--- src/inc/apb_bridge_cfg.svh ---
// Purpose: shared constants for the AXI4-Lite to APB bridge and its master
// Assumes: 32-bit address and data on both sides
// Notes:   definitions only, no logic
`ifndef APB_BRIDGE_CFG_SVH
`define APB_BRIDGE_CFG_SVH

// bus widths
`define BR_ADDR_W      32
`define BR_DATA_W      32
`define BR_STRB_W      4
`define BR_PROT_W      3
`define BR_RESP_W      2

// axi response codes (exclusive okay is never produced)
`define BR_RESP_OKAY   2'h0
`define BR_RESP_SLVERR 2'h2

// default address slot size per apb slave, as a bit position
`define BR_SLOT_BITS   12

// reset values of every bridge and master output
`define BR_ZERO_ADDR   32'h0000_0000
`define BR_ZERO_DATA   32'h0000_0000
`define BR_ZERO_STRB   4'h0
`define BR_ZERO_PROT   3'h0
`define BR_ZERO_RESP   2'h0

`endif

--- src/inc/apb_bridge_pkg.sv ---
// Purpose: types shared by the bridge, its master end and the link
// Assumes: constants come from apb_bridge_cfg.svh
// Notes:   types only
`include "apb_bridge_cfg.svh"

package apb_bridge_pkg;

    // data and address words
    typedef logic [`BR_ADDR_W-1:0] addr_t;
    typedef logic [`BR_DATA_W-1:0] data_t;
    typedef logic [`BR_STRB_W-1:0] strb_t;
    typedef logic [`BR_PROT_W-1:0] prot_t;
    typedef logic [`BR_RESP_W-1:0] resp_t;

    // bridge sequencer states
    typedef enum logic [2:0] {
        BR_IDLE,
        BR_SETUP,
        BR_ACCESS,
        BR_RDONE,
        BR_BDONE
    } bridge_state_e;

    // master end channel phases
    typedef enum logic [1:0] {
        PH_IDLE,
        PH_ADDR,
        PH_RESP
    } phase_e;

endpackage

--- src/inc/axi_lite_link.sv ---
// Purpose: AXI4-Lite link joining the master end and the bridge end
// Assumes: one clock for both ends, supplied by the modules
// Notes:   no clocking block; plain wires with one modport per party
`timescale 1ns/1ps
`default_nettype none

interface axi_lite_link;
    import apb_bridge_pkg::*;

    // read address channel
    logic  arvalid;
    logic  arready;
    addr_t araddr;
    prot_t arprot;
    // read data channel
    logic  rvalid;
    logic  rready;
    data_t rdata;
    resp_t rresp;
    // write address channel
    logic  awvalid;
    logic  awready;
    addr_t awaddr;
    prot_t awprot;
    // write data channel
    logic  wvalid;
    logic  wready;
    data_t wdata;
    strb_t wstrb;
    // write response channel
    logic  bvalid;
    logic  bready;
    resp_t bresp;

    // bridge side: axi slave
    modport bridge (
        input  arvalid, araddr, arprot, rready,
        input  awvalid, awaddr, awprot, wvalid, wdata, wstrb, bready,
        output arready, rvalid, rdata, rresp,
        output awready, wready, bvalid, bresp
    );

    // master side
    modport master (
        output arvalid, araddr, arprot, rready,
        output awvalid, awaddr, awprot, wvalid, wdata, wstrb, bready,
        input  arready, rvalid, rdata, rresp,
        input  awready, wready, bvalid, bresp
    );

endinterface

`default_nettype wire

--- src/verilog/axi_apb_bridge.sv ---
// Purpose: AXI4-Lite slave to APB master bridge, one transfer at a time
// Assumes: apb slaves share the clock; with two or more, each owns a 2**SLOT_BITS byte slot; a lone slave takes every address
// Notes:   reset is sampled on the clock; pclk and presetn are forwarded
//
// Overview of operation
// - master holds read address until ready
// - all outputs low after reset
// - rvalid only with data and response present
// - master takes data with rready; bridge holds
// - apb clock is the axi clock
// - apb reset is the axi reset
// - 32-bit address on paddr
// - pprot and pstrb driven only in apb4
// - one select per slave, parameter count
// - penable low first cycle, then high
// - pwrite high write, low read
// - pwdata carries write data
// - hold transfer until selected pready
// - slave drives read data, bridge captures
// - sample pslverr at transfer completion
// - never return exclusive okay
// - apb address equals axi address
// - read wins over simultaneous write
// - reset synchronous, resets both sides
`include "apb_bridge_cfg.svh"
`timescale 1ns/1ps
`default_nettype none

module axi_apb_bridge #(
    parameter int NUM_SLAVES             = 1,
    parameter int SLOT_BITS              = `BR_SLOT_BITS,
    parameter bit periph_protocol_choice = 1'b0  // 1: apb4, 0: apb3
) (
    // clock and reset
    input  wire logic                         i_clk,
    input  wire logic                         i_arst_n,
    // axi4-lite slave link
    axi_lite_link.bridge                      axi,
    // apb forwarded clock and reset
    output wire logic                         o_pclk,
    output wire logic                         o_presetn,
    // apb master request
    output logic [NUM_SLAVES-1:0]             o_psel,
    output logic                              o_penable,
    output logic                              o_pwrite,
    output apb_bridge_pkg::addr_t             o_paddr,
    output apb_bridge_pkg::data_t             o_pwdata,
    output apb_bridge_pkg::strb_t             o_pstrb,
    output apb_bridge_pkg::prot_t             o_pprot,
    // apb slave answers
    input  wire logic [NUM_SLAVES-1:0]        i_pready,
    input  wire logic [NUM_SLAVES-1:0]        i_pslverr,
    input  wire apb_bridge_pkg::data_t        i_prdata
);
    import apb_bridge_pkg::*;

    ////////////////////////////////////////////////////////////////////////
    // forwarded clock and reset

    assign o_pclk    = i_clk;
    assign o_presetn = i_arst_n;

    ////////////////////////////////////////////////////////////////////////
    // slot decode

    // one-hot select of the slave whose slot holds the address
    function automatic logic [NUM_SLAVES-1:0] slot_onehot(input addr_t a);
        logic [NUM_SLAVES-1:0] hot;
        addr_t                 idx;
        hot = '0;
        idx = (NUM_SLAVES == 1) ? `BR_ZERO_ADDR : (a >> SLOT_BITS);
        for (int i = 0; i < NUM_SLAVES; i++) begin
            if (idx == addr_t'(i)) begin
                hot[i] = 1'b1;
            end
        end
        return hot;
    endfunction

    ////////////////////////////////////////////////////////////////////////
    // state

    bridge_state_e         state_reg,   state_next;   // sequencer
    logic [NUM_SLAVES-1:0] psel_reg,    psel_next;    // apb selects
    logic                  penable_reg, penable_next; // access phase
    logic                  pwrite_reg,  pwrite_next;  // direction
    addr_t                 paddr_reg,   paddr_next;   // apb address
    data_t                 pwdata_reg,  pwdata_next;  // write data
    strb_t                 pstrb_reg,   pstrb_next;   // byte strobes
    prot_t                 pprot_reg,   pprot_next;   // protection
    logic                  arready_reg, arready_next; // read addr taken
    logic                  wready_reg,  wready_next;  // write addr+data taken
    logic                  rvalid_reg,  rvalid_next;  // read answer valid
    data_t                 rdata_reg,   rdata_next;   // read answer data
    resp_t                 rresp_reg,   rresp_next;   // read answer code
    logic                  bvalid_reg,  bvalid_next;  // write answer valid
    resp_t                 bresp_reg,   bresp_next;   // write answer code

    logic [NUM_SLAVES-1:0] hit;       // decode of the pending request
    logic                  sel_ready; // pready of the selected slave
    logic                  sel_err;   // pslverr of the selected slave

    ////////////////////////////////////////////////////////////////////////
    // next-state logic

    // sequences one apb transfer per accepted axi request to a mapped slot
    always_comb begin
        state_next   = state_reg;
        psel_next    = psel_reg;
        penable_next = penable_reg;
        pwrite_next  = pwrite_reg;
        paddr_next   = paddr_reg;
        pwdata_next  = pwdata_reg;
        pstrb_next   = pstrb_reg;
        pprot_next   = pprot_reg;
        arready_next = 1'b0;
        wready_next  = 1'b0;
        rvalid_next  = rvalid_reg;
        rdata_next   = rdata_reg;
        rresp_next   = rresp_reg;
        bvalid_next  = bvalid_reg;
        bresp_next   = bresp_reg;
        hit          = '0;
        sel_ready    = |(i_pready & psel_reg);
        sel_err      = |(i_pslverr & psel_reg);
        case (state_reg)
            BR_IDLE: begin
                if (axi.arvalid) begin
                    hit          = slot_onehot(axi.araddr);
                    arready_next = 1'b1;
                    paddr_next   = axi.araddr;
                    pwrite_next  = 1'b0;
                    pstrb_next   = `BR_ZERO_STRB;
                    pprot_next   = periph_protocol_choice ?
                                   axi.arprot : `BR_ZERO_PROT;
                    if (|hit) begin
                        psel_next  = hit;
                        state_next = BR_SETUP;
                    end else begin
                        // unmapped slot: error answer, no apb cycle
                        rvalid_next = 1'b1;
                        rdata_next  = `BR_ZERO_DATA;
                        rresp_next  = `BR_RESP_SLVERR;
                        state_next  = BR_RDONE;
                    end
                end else if (axi.awvalid && axi.wvalid) begin
                    hit         = slot_onehot(axi.awaddr);
                    wready_next = 1'b1;
                    paddr_next  = axi.awaddr;
                    pwrite_next = 1'b1;
                    pwdata_next = axi.wdata;
                    pstrb_next  = periph_protocol_choice ?
                                  axi.wstrb : `BR_ZERO_STRB;
                    pprot_next  = periph_protocol_choice ?
                                  axi.awprot : `BR_ZERO_PROT;
                    if (|hit) begin
                        psel_next  = hit;
                        state_next = BR_SETUP;
                    end else begin
                        bvalid_next = 1'b1;
                        bresp_next  = `BR_RESP_SLVERR;
                        state_next  = BR_BDONE;
                    end
                end
            end
            BR_SETUP: begin
                // enable rises for the second cycle
                penable_next = 1'b1;
                state_next   = BR_ACCESS;
            end
            BR_ACCESS: begin
                // hold everything until the slave is ready
                if (sel_ready) begin
                    psel_next    = '0;
                    penable_next = 1'b0;
                    pstrb_next   = `BR_ZERO_STRB;
                    if (pwrite_reg) begin
                        bvalid_next = 1'b1;
                        bresp_next  = sel_err ? `BR_RESP_SLVERR
                                              : `BR_RESP_OKAY;
                        state_next  = BR_BDONE;
                    end else begin
                        rvalid_next = 1'b1;
                        rdata_next  = i_prdata;
                        rresp_next  = sel_err ? `BR_RESP_SLVERR
                                              : `BR_RESP_OKAY;
                        state_next  = BR_RDONE;
                    end
                end
            end
            BR_RDONE: begin
                if (axi.rready) begin
                    rvalid_next = 1'b0;
                    state_next  = BR_IDLE;
                end
            end
            BR_BDONE: begin
                // write answer held until bready
                if (axi.bready) begin
                    bvalid_next = 1'b0;
                    state_next  = BR_IDLE;
                end
            end
            default: begin
                state_next = BR_IDLE;
            end
        endcase
    end

    ////////////////////////////////////////////////////////////////////////
    // registers

    // reset sampled on the clock, all outputs low
    always_ff @(posedge i_clk) begin
        if (!i_arst_n) begin
            state_reg   <= BR_IDLE;
            psel_reg    <= '0;
            penable_reg <= 1'b0;
            pwrite_reg  <= 1'b0;
            paddr_reg   <= `BR_ZERO_ADDR;
            pwdata_reg  <= `BR_ZERO_DATA;
            pstrb_reg   <= `BR_ZERO_STRB;
            pprot_reg   <= `BR_ZERO_PROT;
            arready_reg <= 1'b0;
            wready_reg  <= 1'b0;
            rvalid_reg  <= 1'b0;
            rdata_reg   <= `BR_ZERO_DATA;
            rresp_reg   <= `BR_ZERO_RESP;
            bvalid_reg  <= 1'b0;
            bresp_reg   <= `BR_ZERO_RESP;
        end else begin
            state_reg   <= state_next;
            psel_reg    <= psel_next;
            penable_reg <= penable_next;
            pwrite_reg  <= pwrite_next;
            paddr_reg   <= paddr_next;
            pwdata_reg  <= pwdata_next;
            pstrb_reg   <= pstrb_next;
            pprot_reg   <= pprot_next;
            arready_reg <= arready_next;
            wready_reg  <= wready_next;
            rvalid_reg  <= rvalid_next;
            rdata_reg   <= rdata_next;
            rresp_reg   <= rresp_next;
            bvalid_reg  <= bvalid_next;
            bresp_reg   <= bresp_next;
        end
    end

    ////////////////////////////////////////////////////////////////////////
    // outputs

    // apb side
    assign o_psel      = psel_reg;
    assign o_penable   = penable_reg;
    assign o_pwrite    = pwrite_reg;
    assign o_paddr     = paddr_reg;
    assign o_pwdata    = pwdata_reg;
    assign o_pstrb     = pstrb_reg;
    assign o_pprot     = pprot_reg;
    // axi side
    assign axi.arready = arready_reg;
    assign axi.rvalid  = rvalid_reg;
    assign axi.rdata   = rdata_reg;
    assign axi.rresp   = rresp_reg;
    assign axi.awready = wready_reg;
    assign axi.wready  = wready_reg;
    assign axi.bvalid  = bvalid_reg;
    assign axi.bresp   = bresp_reg;

endmodule

`default_nettype wire

--- src/flat_wrapper.sv ---
// flat-port wrapper written by rule: the top's interface ports become plain ports
module axi_apb_bridge_flat import apb_bridge_pkg::*;
#(
    parameter int NUM_SLAVES             = 1,
    parameter int SLOT_BITS              = `BR_SLOT_BITS,
    parameter bit periph_protocol_choice = 1'b0                     
)
  (i_clk, i_arst_n, o_pclk, o_presetn, o_psel, o_penable, o_pwrite, o_paddr, o_pwdata, o_pstrb, o_pprot, i_pready, i_pslverr, i_prdata, axi_arvalid, axi_araddr, axi_arprot, axi_rready, axi_awvalid, axi_awaddr, axi_awprot, axi_wvalid, axi_wdata, axi_wstrb, axi_bready, axi_arready, axi_rvalid, axi_rdata, axi_rresp, axi_awready, axi_wready, axi_bvalid, axi_bresp);
  axi_lite_link axi_i ();
  input  wire logic i_clk;
  input  wire logic i_arst_n;
  output wire logic o_pclk;
  output wire logic o_presetn;
  output logic [NUM_SLAVES-1:0] o_psel;
  output logic o_penable;
  output logic o_pwrite;
  output apb_bridge_pkg::addr_t o_paddr;
  output apb_bridge_pkg::data_t o_pwdata;
  output apb_bridge_pkg::strb_t o_pstrb;
  output apb_bridge_pkg::prot_t o_pprot;
  input  wire logic [NUM_SLAVES-1:0] i_pready;
  input  wire logic [NUM_SLAVES-1:0] i_pslverr;
  input  wire apb_bridge_pkg::data_t i_prdata;
  input wire logic [$bits(axi_i.arvalid)-1:0] axi_arvalid;
  input wire logic [$bits(axi_i.araddr)-1:0] axi_araddr;
  input wire logic [$bits(axi_i.arprot)-1:0] axi_arprot;
  input wire logic [$bits(axi_i.rready)-1:0] axi_rready;
  input wire logic [$bits(axi_i.awvalid)-1:0] axi_awvalid;
  input wire logic [$bits(axi_i.awaddr)-1:0] axi_awaddr;
  input wire logic [$bits(axi_i.awprot)-1:0] axi_awprot;
  input wire logic [$bits(axi_i.wvalid)-1:0] axi_wvalid;
  input wire logic [$bits(axi_i.wdata)-1:0] axi_wdata;
  input wire logic [$bits(axi_i.wstrb)-1:0] axi_wstrb;
  input wire logic [$bits(axi_i.bready)-1:0] axi_bready;
  output wire logic [$bits(axi_i.arready)-1:0] axi_arready;
  output wire logic [$bits(axi_i.rvalid)-1:0] axi_rvalid;
  output wire logic [$bits(axi_i.rdata)-1:0] axi_rdata;
  output wire logic [$bits(axi_i.rresp)-1:0] axi_rresp;
  output wire logic [$bits(axi_i.awready)-1:0] axi_awready;
  output wire logic [$bits(axi_i.wready)-1:0] axi_wready;
  output wire logic [$bits(axi_i.bvalid)-1:0] axi_bvalid;
  output wire logic [$bits(axi_i.bresp)-1:0] axi_bresp;
  assign axi_i.arvalid = axi_arvalid;
  assign axi_i.araddr = axi_araddr;
  assign axi_i.arprot = axi_arprot;
  assign axi_i.rready = axi_rready;
  assign axi_i.awvalid = axi_awvalid;
  assign axi_i.awaddr = axi_awaddr;
  assign axi_i.awprot = axi_awprot;
  assign axi_i.wvalid = axi_wvalid;
  assign axi_i.wdata = axi_wdata;
  assign axi_i.wstrb = axi_wstrb;
  assign axi_i.bready = axi_bready;
  assign axi_arready = axi_i.arready;
  assign axi_rvalid = axi_i.rvalid;
  assign axi_rdata = axi_i.rdata;
  assign axi_rresp = axi_i.rresp;
  assign axi_awready = axi_i.awready;
  assign axi_wready = axi_i.wready;
  assign axi_bvalid = axi_i.bvalid;
  assign axi_bresp = axi_i.bresp;
  axi_apb_bridge #(.NUM_SLAVES(NUM_SLAVES), .SLOT_BITS(SLOT_BITS), .periph_protocol_choice(periph_protocol_choice)) u_core (.i_clk(i_clk), .i_arst_n(i_arst_n), .axi(axi_i), .o_pclk(o_pclk), .o_presetn(o_presetn), .o_psel(o_psel), .o_penable(o_penable), .o_pwrite(o_pwrite), .o_paddr(o_paddr), .o_pwdata(o_pwdata), .o_pstrb(o_pstrb), .o_pprot(o_pprot), .i_pready(i_pready), .i_pslverr(i_pslverr), .i_prdata(i_prdata));
endmodule
--- config.mk ---
export PLATFORM = sky130hd
export DESIGN_NAME = axi_apb_bridge_flat
export DESIGN_NICKNAME = d
export VERILOG_FILES = /design/src/inc/apb_bridge_pkg.sv /design/src/inc/axi_lite_link.sv /design/src/verilog/axi_apb_bridge.sv /design/src/flat_wrapper.sv
export VERILOG_INCLUDE_DIRS = /design/src /design/src/inc
export SDC_FILE = /design/constraint.sdc
export NUM_CORES = 1
export LEC_CHECK = 0
export BUFFER_PORTS_ARGS = -buffer_cell sky130_fd_sc_hd__buf_2
export CAP_MARGIN = 30
export CORE_MARGIN = 2
export CORE_UTILIZATION = 47
export DETAILED_ROUTE_END_ITERATION = 10
export HOLD_SLACK_MARGIN = 0.12
export PLACE_DENSITY_LB_ADDON = 0.25
export SLEW_MARGIN = 20
export SYNTH_ARGS = -nofsm -noshare
export SYNTH_HDL_FRONTEND = slang
export SYNTH_SLANG_ARGS = --single-unit
--- constraint.sdc ---
create_clock -name i_clk -period 3.5 [get_ports i_clk]
set_clock_uncertainty 0.15 [all_clocks]
set_input_delay 0.875 -clock i_clk [delete_from_list [all_inputs] [get_ports i_clk]]
set_output_delay 0.875 -clock i_clk [all_outputs]
set_load 0.01 [all_outputs]
## After elaboration in Yosys (flattened, before gate mapping)

Index checks and enable logic that the tools add are counted.

- Equal/unequal tests: 17
- Muxes and demuxes: 62
- Bitwise operators: 5
- Reductions and logical operators: 19

Operator list:

| operator | number |
|---|---|
| 32-bit 2-to-1 mux | 6 |
| 32-bit case mux with 2 select lines | 1 |
| 3-bit 2-to-1 mux | 9 |
| 1-bit 2-to-1 mux | 24 |
| 2-bit 2-to-1 mux | 11 |
| 3-bit case mux with 5 select lines | 1 |
| 2-bit inequality test, second input constant | 7 |
| 4-bit 2-to-1 mux | 3 |
| 6-bit AND reduction | 2 |
| 5-bit AND reduction | 2 |
| 3-bit by 2-bit inequality test with 1-bit output, second input constant | 3 |
| 2-bit case mux with 2 select lines | 2 |
| 4-bit case mux with 2 select lines | 1 |
| 7-bit AND reduction | 1 |
| 3-bit by 2-bit equality test with 1-bit output, second input constant | 2 |
| 2-bit by 1-bit inequality test with 1-bit output, second input constant | 3 |
| 1-bit case mux with 3 select lines | 2 |
| 2-bit AND reduction | 3 |
| 3-bit AND reduction | 2 |
| 2-bit nonzero test | 3 |
| 3-bit nonzero test | 2 |
| 1-bit case mux with 2 select lines | 2 |
| 4-bit AND reduction | 1 |
| 3-bit by 1-bit equality test with 1-bit output, second input constant | 1 |
| 6 further kinds | 9 |

- Register bits after elaboration: 117
- Input port bits: 147
- Output and inout bits: 117
- Word-level logic and storage cells: 118

## Logic depth before layout (Yosys ltp)

- Word-level depth: 8
- Depth in mapped cells: 7
- Mapped depth without buffers: 4

==> run metrics <==
Pleak=3.17 nW; WL final=11200 um; Hold Fails Final Rpt=0; hold bufs inserted after CTS=0; I/O pins=264; Max Cap Viol=0; Post-synth top flop=dfxtp_1; Wirelength per Cell=13.0 um; post_cts resized=0; Reg clk slew, reported paths=0.09 ns; Initial Utilization=48.8%; CP Max Fanout=2; Crit Path Class=clock port to primary output; register area share after synthesis=47.5%; vias in the first global route=3808; #FFs+latches synth=108; pwr dens=574 nW/um^2; die area=10500 um^2; crit-path leading delay family=buffers and inverters; crit-path cells=clkbuf_8 -> clkbuf_8 -> buf_2; count of final setup violators=0; cells after synthesis=507; DR vias/cell=4.85; first-pass GRT wire length=16900 um; Placed Cells=843; synthesized area per cell=8.98 um^2; relative slew slack=61.6%; RSZ-0062 raised after global routing=no; largest net degree at the start of global routing=112; grt ovf=0; HPWL after detailed placement=8240 um; status=complete, no violations; CTS tree=done; Design Area, Final=6040 um^2; Hold Path Class=flip-flop to flip-flop; max-slew violation count=0; initial antenna violation count=1; CP max stage delay=0.13 ns; drt first-iter violations=92; number of enable flip-flop cells after synthesis=0; Nets=876; postcts setup bufs=0; chip width=102 um; Buf+Inv Stages, Crit Path=3; clk_lat worst skew=0.46 ns; Syn Std Cell Area=4550 um^2; CP Capture Type=primary output; Setup TNS=0 ns; asr flop ratio synth=0%; Placer Congestion=0.805; Vert. Die Dim=102 um; GRT Util Overall=20.3%; Worst Tran Pin Value=0.576 ns; DRC=0; std cell rows=35; final non-filler cell total=864; Ys Warns=0; minimum setup slack among reg-to-reg paths=1.27 ns; PortBufs=244; antenna viol nets, final=0; crit start category=clock port; area delta synth->final=32.7%; Yosys cell types=35; share of layout cells above drive strength 1=37.6%; CP dominant cell by count=clkbuf_8; Max IR drop VDD=0.307 mV; DR vias=4194; Slowest-stage cell, CP=buf_2; dpl cell area=5750 um^2; DR pass1 iterations=4; required time worst endpoint=2.47 ns; Arrival @ worst endpoint=2.10 ns; core outline area=9330 um^2
[where the power goes]
| part | internal, W | switching (W) | leakage [nW] |
|---|---|---|---|
| logic | 0.000442 | 0.000553 | 2.15 |
| clock network | 0.000461 | 0.000446 | 0.138 |
| registers | 0.00144 | 0.000131 | 0.881 |
| total | 0.00234 | 0.00113 | 3.17 |
[final timing paths]
check,startpoint,end,cells past startpoint
min reg2reg,u_core.axi.rdata[9],u_core.axi.rdata[9],2
min,u_core.axi.rdata[9],u_core.axi.rdata[9],2
max reg2reg,u_core.state_reg[2],u_core.o_pwdata[20],5
max,i_clk,o_pclk,3
[logic make-up (layout without fill, tap and decap cells)]
logic type / Yosys count / count (layout) / synth area share, %
AO/OA/AOI/OAI: 114 / 114 / 20.2
AND/OR/NAND/NOR: 193 / 193 / 17.6
other: 1 / 10 / 0.0824
multiplexers: 36 / 36 / 7.94
flip-flops: 108 / 108 / 47.5
buffers and inverters: 55 / 274 / 6.73
[tightest hold or removal path: cells and delay by family (launching register included)]
family,cells,cell delay [ns]
AO/OA/AOI/OAI,1,0.05
flip-flops,1,0.31
AND/OR/NAND/NOR,1,0.05
[area by class of cell]
class,instances,area [um^2]
multi-input cells,352,2120
clock buffers,15,198
repair buffers,251,1320
fillers,826,3290
clock inverters,5,67.6
inverters,3,11.3
flip-flops and latches,108,2160
diodes,1,2.50
well taps,129,161
[per-layer routing]
layer  up-vias  global-route usage, %  part of all wire, %
met5         -                      0                    0
met4         0                   11.1                  2.8
met3        21                   5.61                  8.2
met2       181                   35.8                   49
met1      1864                   21.9                   40
li1       2128                      -                    -
[cells in the final DEF (no fill, tap or decap), types with 2 or more instances in the layout]
master    count
a21boi_0     33
a21boi_1     34
a21oi_1       6
buf_16        2
buf_2       244
buf_4         6
clkbuf_8     14
clkinv_4      2
conb_1        9
dfxtp_1     108
inv_1         3
mux2i_1      35
nand2_1     170
nand3_1       2
nand4b_1      3
nor2_1        4
nor2b_1       2
nor3_1        2
o211a_1      33
o21ai_0       3
[cell usage after synthesis, types with 4 or more instances]
cell type  count  area [um^2]
dfxtp_1      108         2160
nor2_1         4         15.0
mux2i_1       35          350
a21oi_1        6         30.0
a21boi_0      33          248
clkbuf_1      16         60.1
a21boi_1      34          255
nand2_1      170          638
buf_6          4         45.0
buf_2         17         85.1
buf_4         13         97.6
o211a_1       33          330
[per-stage QoR]
stage	hold WS, ns	worst slack, ns	total power, W	utilization [%]
6_report	0.302	0.373	0.00347	64.7
5_1_grt	0.320	0.361	0.00368	64.7
4_1_cts	0.305	0.365	0.00351	64.4
3_5_place_dp	0.292	0.610	0.00261	61.6
3_3_place_gp	0.287	0.610	0.00257	61.3
2_1_floorplan	0.329	0.606	0.00225	-
No activity file was read; power rests on OpenSTA's default activity.
